<file path="config.mk">
export PLATFORM = sky130hd
export DESIGN_NAME = dma_reload_channel
export DESIGN_NICKNAME = d
export VERILOG_FILES = /design/src/addr_step.v /design/src/unit_counter.v /design/src/dma_reload_channel.v
export VERILOG_INCLUDE_DIRS = /design/src
export SDC_FILE = /design/constraint.sdc
export NUM_CORES = 1
export LEC_CHECK = 0
export ABC_AREA = 1
export BUFFER_PORTS_ARGS = -buffer_cell sky130_fd_sc_hd__buf_4
export CORE_MARGIN = 3
export CORE_UTILIZATION = 35
export CTS_BUF_LIST = sky130_fd_sc_hd__clkbuf_8
export CTS_CLUSTER_SIZE = 12
export DETAILED_ROUTE_END_ITERATION = 12
export PLACE_DENSITY = 0.62
export REMOVE_ABC_BUFFERS = 1
export SYNTH_ARGS = -nofsm -noshare
export SYNTH_HDL_FRONTEND = slang
export SYNTH_SLANG_ARGS = --single-unit
export TNS_END_PERCENT = 1
</file>
<file path="constraint.sdc">
create_clock -name clk_i -period 5.86 [get_ports clk_i]
set_clock_uncertainty 0.2 [all_clocks]
set_input_delay 0.879 -clock clk_i [delete_from_list [all_inputs] [get_ports clk_i]]
set_output_delay 0.879 -clock clk_i [all_outputs]
set_load 0.01 [all_outputs]
</file>
<file path="src/dma_reload_defines.vh">
// Constants of the reload channel: register map, fields, encodings
`ifndef DMA_RELOAD_DEFINES_VH
`define DMA_RELOAD_DEFINES_VH

// ----------------------------------------------------------------------
// Register byte offsets
// ----------------------------------------------------------------------
`define OFS_SRC      8'h00
`define OFS_DST      8'h04
`define OFS_CNT      8'h08
`define OFS_CTRL     8'h0c
`define OFS_OPER     8'h10
`define OFS_IRQ_STAT 8'h14
`define OFS_IRQ_CLR  8'h18
`define OFS_IRQ_EN   8'h1c
`define OFS_STATE    8'h20

// ----------------------------------------------------------------------
// Channel control fields
// ----------------------------------------------------------------------
`define CTRL_DE      0
`define CTRL_TE      1
`define CTRL_IE      2
`define CTRL_RO      3
`define CTRL_BURST   4
`define CTRL_SM_LO   5
`define CTRL_SM_HI   6
`define CTRL_DM_LO   7
`define CTRL_DM_HI   8
`define CTRL_TS_LO   9
`define CTRL_TS_HI   10
`define CTRL_W       11
`define CTRL_RST     11'h000

// Operation register fields
`define OPER_DME     0
`define OPER_NMIF    1
`define OPER_AE      2
`define OPER_W       3

// Interrupt event bits
`define EV_END       0
`define EV_RELOAD    1
`define EV_ADDR_ERR  2
`define EV_W         3

// ----------------------------------------------------------------------
// Encodings and counts
// ----------------------------------------------------------------------
`define AMODE_FIXED  2'b00
`define AMODE_INC    2'b01
`define AMODE_DEC    2'b10
`define SIZE_BYTE    2'b00
`define SIZE_WORD    2'b01
`define SIZE_LONG    2'b10
`define STEP_BYTE    32'h0000_0001
`define STEP_WORD    32'h0000_0002
`define STEP_LONG    32'h0000_0004
`define RELOAD_UNITS 2'b11
`define RELOAD_CHAN  2
`define CNT_ONE      32'h0000_0001
`define ZERO32       32'h0000_0000

`endif

</file>
<file path="src/addr_step.v">
// Address advance for one unit: fixed, increment or decrement by size
`timescale 1ns/1ps
module addr_step (
  input  wire [31:0] addr_i,
  input  wire [1:0]  mode_i,
  input  wire [1:0]  size_i,
  output reg  [31:0] next_o
);
`include "dma_reload_defines.vh"
  reg [31:0] step;

  // Step size then direction
  always @* begin
    case (size_i)
      `SIZE_WORD: step = `STEP_WORD;
      `SIZE_LONG: step = `STEP_LONG;
      default:    step = `STEP_BYTE;
    endcase
    case (mode_i)
      `AMODE_INC: next_o = addr_i + step;
      `AMODE_DEC: next_o = addr_i - step;
      default:    next_o = addr_i;
    endcase
  end
endmodule // addr_step

</file>
<file path="src/unit_counter.v">
// Two-bit count of completed units, wrap flag on the fourth
`timescale 1ns/1ps
module unit_counter (
  input  wire       clk_i,
  input  wire       rst_n_i,
  input  wire       clear_i,
  input  wire       tick_i,
  output wire       wrap_o,
  output reg  [1:0] count_o
);
`include "dma_reload_defines.vh"
  // Wrap seen by the tick that completes the fourth unit
  assign wrap_o = tick_i && (count_o == `RELOAD_UNITS);

  // Clear outranks a tick so a halted channel restarts at zero
  always @(posedge clk_i or negedge rst_n_i) begin
    if (!rst_n_i) begin
      count_o <= 2'b00;
    end else if (clear_i) begin
      count_o <= 2'b00;
    end else if (tick_i) begin
      count_o <= count_o + 2'b01;
    end
  end
endmodule // unit_counter

</file>
<file path="src/dma_reload_channel.v">
// DMA channel with four-unit source reload, APB registers and interrupt
//
// The implementer's own choices: the APB interface to the registers and the placing of the registers.
`timescale 1ns/1ps

// Overview of operation
// - With reload on, source address returns to start after every fourth unit.
// - With reload on, channel halts after fourth unit and drops bus request.
// - Reload off in burst: keep bus after fourth unit, source keeps advancing.
// - Burst mode keeps the bus between units without new arbitration.
// - Reload point with reload on clears peripheral request flag unless the count ends there; off does not.
// - No end interrupt at reload point; only at count zero with enable set.
// - Destination address follows its own mode every unit, reload or not.
// - Byte units with increment advance the address by one.
// - Only channel index 2 reloads, by its reload bit, any unit size.
// - Transfer count drops by one after every unit.
// - Unit counter cleared by enables, end flag, NMI, address error, standby.
// - Count reaching zero sets end flag and requests end interrupt if enabled.
module dma_reload_channel #(
  parameter CHANNEL_INDEX = 2
) (
  input  wire        clk_i,
  input  wire        reset_n_i,
  input  wire        psel_i,
  input  wire        penable_i,
  input  wire        pwrite_i,
  input  wire [7:0]  paddr_i,
  input  wire [31:0] pwdata_i,
  output wire [31:0] prdata_o,
  output wire        pready_o,
  output wire        pslverr_o,
  input  wire        periph_req_i,
  output wire        periph_flag_clr_o,
  output wire        bus_req_o,
  input  wire        bus_grant_i,
  output wire        unit_valid_o,
  input  wire        unit_done_i,
  output wire [31:0] src_addr_o,
  output wire [31:0] dst_addr_o,
  output wire [1:0]  unit_size_o,
  input  wire        nmi_i,
  input  wire        addr_error_i,
  input  wire        standby_i,
  output wire        transfer_end_interrupt_o,
  output wire        irq_o
);
`include "dma_reload_defines.vh"

  localparam ST_IDLE = 2'b00;
  localparam ST_REQ  = 2'b01;
  localparam ST_XFER = 2'b10;

  reg  [1:0]          rst_sync_reg;
  wire                rst_n;
  reg  [31:0]         source_address_reg;
  reg  [31:0]         source_shadow_reg;
  reg  [31:0]         dest_address_reg;
  reg  [31:0]         transfer_count_reg;
  reg  [`CTRL_W-1:0]  channel_control_reg;
  reg  [`OPER_W-1:0]  dma_operation_reg;
  reg  [`EV_W-1:0]    irq_stat_reg;
  reg  [`EV_W-1:0]    irq_en_reg;
  reg  [31:0]         prdata_reg;
  reg                 flag_clr_reg;
  reg  [1:0]          state_reg;
  reg  [1:0]          state_next;
  wire [31:0]         src_step;
  wire [31:0]         dst_step;
  wire [1:0]          units_done;
  wire                wrap;
  wire                wr_en;
  wire                rd_setup;
  wire                mapped;
  wire                channel_enable_bit;
  wire                transfer_end_flag;
  wire                end_interrupt_enable;
  wire                source_reload_enable;
  wire                burst_mode;
  wire                master_enable_bit;
  wire                nmi_flag;
  wire                address_error_flag;
  wire                reload_on;
  wire                active;
  wire                unit_end;
  wire                last_unit;
  wire                reload_halt;
  wire                cnt_clear;
  wire [`EV_W-1:0]    ev_set;

  // ----------------------------------------------------------------------
  // Reset release
  // ----------------------------------------------------------------------
  // Asynchronous assert, two-stage synchronous release
  always @(posedge clk_i or negedge reset_n_i) begin
    if (!reset_n_i) begin
      rst_sync_reg <= 2'b00;
    end else begin
      rst_sync_reg <= {rst_sync_reg[0], 1'b1};
    end
  end
  assign rst_n = rst_sync_reg[1];

  // ----------------------------------------------------------------------
  // Field decode
  // ----------------------------------------------------------------------
  assign channel_enable_bit   = channel_control_reg[`CTRL_DE];
  assign transfer_end_flag    = channel_control_reg[`CTRL_TE];
  assign end_interrupt_enable = channel_control_reg[`CTRL_IE];
  assign source_reload_enable = channel_control_reg[`CTRL_RO];
  assign burst_mode           = channel_control_reg[`CTRL_BURST];
  assign master_enable_bit    = dma_operation_reg[`OPER_DME];
  assign nmi_flag             = dma_operation_reg[`OPER_NMIF];
  assign address_error_flag   = dma_operation_reg[`OPER_AE];
  assign unit_size_o = channel_control_reg[`CTRL_TS_HI:`CTRL_TS_LO];

  assign reload_on = source_reload_enable &&
                     (CHANNEL_INDEX == `RELOAD_CHAN);

  // Channel may start or continue a unit
  assign active = master_enable_bit && channel_enable_bit &&
                  !transfer_end_flag && !nmi_flag &&
                  !address_error_flag && (transfer_count_reg != `ZERO32);

  // ----------------------------------------------------------------------
  // Unit accounting
  // ----------------------------------------------------------------------
  assign unit_end    = (state_reg == ST_XFER) && unit_done_i;
  assign last_unit   = transfer_count_reg == `CNT_ONE;
  // halt on the fourth unit, unless the count just ended
  assign reload_halt = wrap && reload_on && !last_unit;

  // counter clear sources; registers are left alone
  assign cnt_clear = !master_enable_bit || !channel_enable_bit ||
                     transfer_end_flag || nmi_flag ||
                     address_error_flag || standby_i;

  unit_counter u_unit_counter (
    .clk_i   (clk_i),
    .rst_n_i (rst_n),
    .clear_i (cnt_clear),
    .tick_i  (unit_end),
    .wrap_o  (wrap),
    .count_o (units_done)
  );

  // byte increment gives a step of one
  addr_step u_src_step (
    .addr_i (source_address_reg),
    .mode_i (channel_control_reg[`CTRL_SM_HI:`CTRL_SM_LO]),
    .size_i (unit_size_o),
    .next_o (src_step)
  );

  addr_step u_dst_step (
    .addr_i (dest_address_reg),
    .mode_i (channel_control_reg[`CTRL_DM_HI:`CTRL_DM_LO]),
    .size_i (unit_size_o),
    .next_o (dst_step)
  );

  // ----------------------------------------------------------------------
  // Transfer sequencer
  // ----------------------------------------------------------------------
  // Next state; aborts take effect only between units
  always @* begin
    state_next = state_reg;
    case (state_reg)
      ST_IDLE: begin
        // stale flag ignored while its clear is still in flight
        if (active && periph_req_i && !flag_clr_reg) begin
          state_next = ST_REQ;
        end
      end
      ST_REQ: begin
        if (!active) begin
          state_next = ST_IDLE;
        end else if (bus_grant_i) begin
          state_next = ST_XFER;
        end
      end
      ST_XFER: begin
        if (unit_done_i) begin
          // burst keeps the bus; past the fourth unit only without reload
          if (last_unit || reload_halt || !burst_mode ||
              !active || !periph_req_i) begin
            state_next = ST_IDLE;
          end
        end
      end
      default: state_next = ST_IDLE;
    endcase
  end

  always @(posedge clk_i or negedge rst_n) begin
    if (!rst_n) begin
      state_reg <= ST_IDLE;
    end else begin
      state_reg <= state_next;
    end
  end

  // request dropped once the sequencer returns idle
  assign bus_req_o    = (state_reg == ST_REQ) || (state_reg == ST_XFER);
  assign unit_valid_o = state_reg == ST_XFER;
  assign src_addr_o   = source_address_reg;
  assign dst_addr_o   = dest_address_reg;

  // one-cycle flag clear only at a reload halt
  always @(posedge clk_i or negedge rst_n) begin
    if (!rst_n) begin
      flag_clr_reg <= 1'b0;
    end else begin
      flag_clr_reg <= unit_end && reload_halt;
    end
  end
  assign periph_flag_clr_o = flag_clr_reg;

  // ----------------------------------------------------------------------
  // APB slave
  // ----------------------------------------------------------------------
  // Zero-wait access; read data captured in the setup cycle
  assign wr_en    = psel_i && penable_i && pwrite_i;
  assign rd_setup = psel_i && !penable_i && !pwrite_i;
  assign mapped   = (paddr_i == `OFS_SRC) || (paddr_i == `OFS_DST) ||
                    (paddr_i == `OFS_CNT) || (paddr_i == `OFS_CTRL) ||
                    (paddr_i == `OFS_OPER) ||
                    (paddr_i == `OFS_IRQ_STAT) ||
                    (paddr_i == `OFS_IRQ_CLR) ||
                    (paddr_i == `OFS_IRQ_EN) || (paddr_i == `OFS_STATE);
  assign pready_o  = 1'b1;
  assign pslverr_o = psel_i && penable_i && !mapped;
  assign prdata_o  = prdata_reg;

  // Read mux; clear register reads as zero
  always @(posedge clk_i or negedge rst_n) begin
    if (!rst_n) begin
      prdata_reg <= `ZERO32;
    end else if (rd_setup) begin
      case (paddr_i)
        `OFS_SRC:      prdata_reg <= source_address_reg;
        `OFS_DST:      prdata_reg <= dest_address_reg;
        `OFS_CNT:      prdata_reg <= transfer_count_reg;
        `OFS_CTRL:     prdata_reg <= {21'h000000, channel_control_reg};
        `OFS_OPER:     prdata_reg <= {29'h00000000, dma_operation_reg};
        `OFS_IRQ_STAT: prdata_reg <= {29'h00000000, irq_stat_reg};
        `OFS_IRQ_EN:   prdata_reg <= {29'h00000000, irq_en_reg};
        `OFS_STATE:    prdata_reg <= {28'h0000000, state_reg, units_done};
        default:       prdata_reg <= `ZERO32;
      endcase
    end
  end

  // ----------------------------------------------------------------------
  // Address and count registers
  // ----------------------------------------------------------------------
  // Unit completion outranks a software write in the same cycle
  always @(posedge clk_i or negedge rst_n) begin
    if (!rst_n) begin
      source_address_reg <= `ZERO32;
      source_shadow_reg  <= `ZERO32;
      dest_address_reg   <= `ZERO32;
      transfer_count_reg <= `ZERO32;
    end else if (unit_end) begin
      // restore start address at the reload point
      if (wrap && reload_on) begin
        source_address_reg <= source_shadow_reg;
      end else begin
        source_address_reg <= src_step;
      end
      dest_address_reg   <= dst_step;
      transfer_count_reg <= transfer_count_reg - `CNT_ONE;
    end else if (wr_en) begin
      // shadow copy taken at write time
      if (paddr_i == `OFS_SRC) begin
        source_address_reg <= pwdata_i;
        source_shadow_reg  <= pwdata_i;
      end
      if (paddr_i == `OFS_DST) begin
        dest_address_reg <= pwdata_i;
      end
      if (paddr_i == `OFS_CNT) begin
        transfer_count_reg <= pwdata_i;
      end
    end
  end

  // ----------------------------------------------------------------------
  // Control and operation registers
  // ----------------------------------------------------------------------
  // Flags: software may only clear, hardware set wins over clear
  always @(posedge clk_i or negedge rst_n) begin
    if (!rst_n) begin
      channel_control_reg <= `CTRL_RST;
      dma_operation_reg   <= {`OPER_W{1'b0}};
    end else begin
      if (wr_en && (paddr_i == `OFS_CTRL)) begin
        channel_control_reg <= pwdata_i[`CTRL_W-1:0] &
                               ~(11'h001 << `CTRL_TE) |
                               (channel_control_reg &
                                pwdata_i[`CTRL_W-1:0] &
                                (11'h001 << `CTRL_TE));
      end
      if (unit_end && last_unit) begin
        channel_control_reg[`CTRL_TE] <= 1'b1;
      end
      if (wr_en && (paddr_i == `OFS_OPER)) begin
        dma_operation_reg[`OPER_DME]  <= pwdata_i[`OPER_DME];
        dma_operation_reg[`OPER_NMIF] <= nmi_flag &
                                         pwdata_i[`OPER_NMIF];
        dma_operation_reg[`OPER_AE]   <= address_error_flag &
                                         pwdata_i[`OPER_AE];
      end
      if (nmi_i) begin
        dma_operation_reg[`OPER_NMIF] <= 1'b1;
      end
      if (addr_error_i) begin
        dma_operation_reg[`OPER_AE] <= 1'b1;
      end
    end
  end

  // ----------------------------------------------------------------------
  // Interrupts
  // ----------------------------------------------------------------------
  assign ev_set = {addr_error_i, unit_end && reload_halt,
                   unit_end && last_unit};

  // Sticky status; set wins over a write-one clear
  always @(posedge clk_i or negedge rst_n) begin
    if (!rst_n) begin
      irq_stat_reg <= {`EV_W{1'b0}};
      irq_en_reg   <= {`EV_W{1'b0}};
    end else begin
      if (wr_en && (paddr_i == `OFS_IRQ_EN)) begin
        irq_en_reg <= pwdata_i[`EV_W-1:0];
      end
      if (wr_en && (paddr_i == `OFS_IRQ_CLR)) begin
        irq_stat_reg <= (irq_stat_reg & ~pwdata_i[`EV_W-1:0]) | ev_set;
      end else begin
        irq_stat_reg <= irq_stat_reg | ev_set;
      end
    end
  end

  // end interrupt only from the end flag, never the reload point
  assign transfer_end_interrupt_o = transfer_end_flag &&
                                    end_interrupt_enable;
  assign irq_o = |(irq_stat_reg & irq_en_reg);

endmodule // dma_reload_channel

</file>
==> flow_summary.ini <==
[outcome]
outcome = complete, no violations

[clock_network]
cts_root_buf = clkbuf_8
post_cts_buffers = 0
clkSinkCount = 187
ctsResizeCount = 0
clkTransAtPathRegs_ns = 0.10
cts-buffers-inserted = 17
cts_htree_levels = 4
cts_buffer_depth = 2
ctsHoldBuffers = 1
clock_latency_ns = 0.49
cts_tree = yes

[placed_design]
place.gp.congestion = 0.9655
port_buffers = 154
place_area_sq_um = 16050
dpl.hpwl_mm = 41.62

[synthesis]
synth_cells = 2251
synth.distinct_cells = 54
synth_compound_area_share_pct = 14.24
yosys_warnings = 0
synthMuxAreaShare_pct = 0
yosys-top-cells-area = dfrtp_1 32%, nand2_1 17%, nor2_1 9.1%, inv_1 7.9%, ha_1 6.4%
synth-xor-area-share_pct = 1.758
synthAdderAreaFrac_pct = 6.686
synth_most_common_cell = nand2_1
ys_ff_latch = 187
yosys.area.top_type_share_pct = 32.39
synth.avg_cell_area_sq_um = 6.418
synth_common_cells = 656 x nand2_1, 349 x nor2_1, 304 x inv_1, 187 x dfrtp_1, 161 x o21ai_0
synth_seq_area_share_pct = 32.39
synth_enable_flop_cells = 0
synthArstFlopShare_pct = 100.0
synth_top_cell_by_area = dfrtp_1
synth-simple-area-share_pct = 34.50
synth_top_family_by_area = simple AND/OR/NAND/NOR gates
ys.flop_type = dfrtp_1
syn_area_sq_um = 14450

[finish]
postLayoutCellArea_sq_um = 16510
num-fill-cells = 4357
area_growth_pct = 14.31
final_layout_size_suffix_gt1_share_pct = 10.22
nets = 2501
final_core_util_pct = 41.00

[drt]
wl_met1_mm = 24.14
routed_wl_mm = 51.87
drtPass1Iterations = 5
num_vias = 15000
wl_per_cell_um = 17.81
met3WireLength_mm = 3.125
drt_iter0_markers = 1181
viasPerCell = 5.149
top_layer_used = met4
route.met2.wl_mm = 23.20
ant_nets = 0
drcViolationCount = 0

[global_route]
grt_pass1_wl_mm = 79.28
grt_usage_pct = 23.02
grt_start_max_net_pins = 186
antenna_found_initial = 0
grt_overflow = 0
grt_pass1_vias = 14060

[power_and_ir_drop]
ir_drop_mv = 0.1537
power_density_nw_per_um2 = 157.8
p_total_mw = 2.606
leakage_nw = 8.947

[die]
dieArea_sq_um = 43750
initial_utilization_pct = 35.86
num_rows = 73
core_area_sq_um = 40280
num_io_pins = 156
die_x_um = 209.2
fp.dieH_um = 209.2

[critical_path]
worstPathRequired_ns = 6.04
start_kind = flop
crit_type = flop to flop
critPathCaptureType = flop
reg2reg_slack_ns = 2.32
crit_start = state_reg[0]$_DFFE_PN0P_
critPathMaxFanout = 53
reg2reg_from = state_reg[0]$_DFFE_PN0P_
r2r_end = dst_addr_o[29]$_DFFE_PN0P_
cp_data_arrival_time_ns = 3.72
r2r_cells = 11

[sta]
clock.fmax_mhz = 282.4
grt_setup_unrepaired = no
tns_ns = 0
timing.final.crit_share_pct = 60.42
setup_violations = 0
drv_slew = 0
slew_headroom_pct = 12.51
worst_slew_pin_slew_ns = 1.312
report.final.hold_viol_count = 0
period_needed_ns = 3.541

[min_path]
min_path_type = flop to asynchronous set/reset pin

[run]
max_cap_viol_count = 0
==> cell families (layout without fill, tap and decap cells) <==
logic type,count (synthesis),after routing
compound gates,367,367
xor+xnor,29,29
fa+ha+maj,76,76
buf+inv,378,513
flops,187,187
other cells,1,3
simple gates,1213,1213
==> worst max-delay path: stages (launching register included) <==
cell and delay [ns]:
dfrtp_1 0.41, inv_1 0.12, ha_1 0.23, nand2_2 0.06, buf_4 0.32, inv_2 0.15, buf_4 0.46, o21ai_0 0.18
nand2_1 0.60, inv_2 0.37, nor2_1 0.22, a21oi_1 0.09
==> report_power, final <==
part	internal [mW]	leakage (nW)	switching, mW
registers	1.31	2.46	0.0348
clock network	0.492	0.222	0.507
logic	0.0920	6.26	0.169
==> metrics by stage <==
| stage | setup slack, ns | cells | hold slack (ns) |
|---|---|---|---|
| after floorplan | 0.06333 | 2190 | 0.1312 |
| after global placement | 2.210 | 2879 | 0.1368 |
| after detailed placement | 2.062 | 2879 | 0.1401 |
| after CTS | 2.345 | 2912 | 0.1635 |
| after global routing | 2.075 | 2912 | 0.1665 |
| final | 2.319 | 2913 | 0.1600 |
==> final cells by class <==
| type | count | area (sq um) | area share, % |
|---|---|---|---|
| sequential | 187 | 4683 | 28.36 |
| tap | 525 | 656.9 | 3.978 |
| multi-input combinational | 1687 | 8275 | 50.11 |
| timing repair buffer | 165 | 1254 | 7.592 |
| clock inverter | 13 | 188.9 | 1.144 |
| clock buffer | 19 | 261.5 | 1.584 |
| antenna | 1 | 2.502 | 0.01515 |
| inverter | 316 | 1191 | 7.213 |
==> how the worst max path moves through the flow <==
stage,to,cells after the start
floorplan,channel_control_reg[0]$_DFFE_PN0P_,0
global placement,dst_addr_o[24]$_DFFE_PN0P_,11
detailed placement,dst_addr_o[29]$_DFFE_PN0P_,11
CTS,dst_addr_o[29]$_DFFE_PN0P_,11
global route,dst_addr_o[31]$_DFFE_PN0P_,11
finish,dst_addr_o[29]$_DFFE_PN0P_,11
==> cell usage in the layout (no fill, tap or decap), drive strengths merged, types with 2 or more instances in the layout <==
master,instances
a21oi,117
a221oi,13
a22o,4
a22oi,13
a31oi,16
a32o,2
and2,5
and3,2
buf,164
bufinv,4
clkbuf,19
clkinv,3
clkinvlp,3
conb,2
dfrtp,187
fa,2
ha,74
inv,319
nand2,664
nand3,126
nand3b,3
nand4,18
nor2,364
nor3,20
nor4,2
o2111ai,3
o211ai,9
o21ai,167
o21bai,5
o221ai,5
o22ai,6
or2,9
xnor2,5
xor2,24
==> per-layer routing <==
layer  vias up  track usage (%)
met2       459            36.61
met4         0            6.836
met1      7025            32.73
met5         -                0
met3        65            3.003
li1       7449                -
No activity file was read; power rests on OpenSTA's default activity.
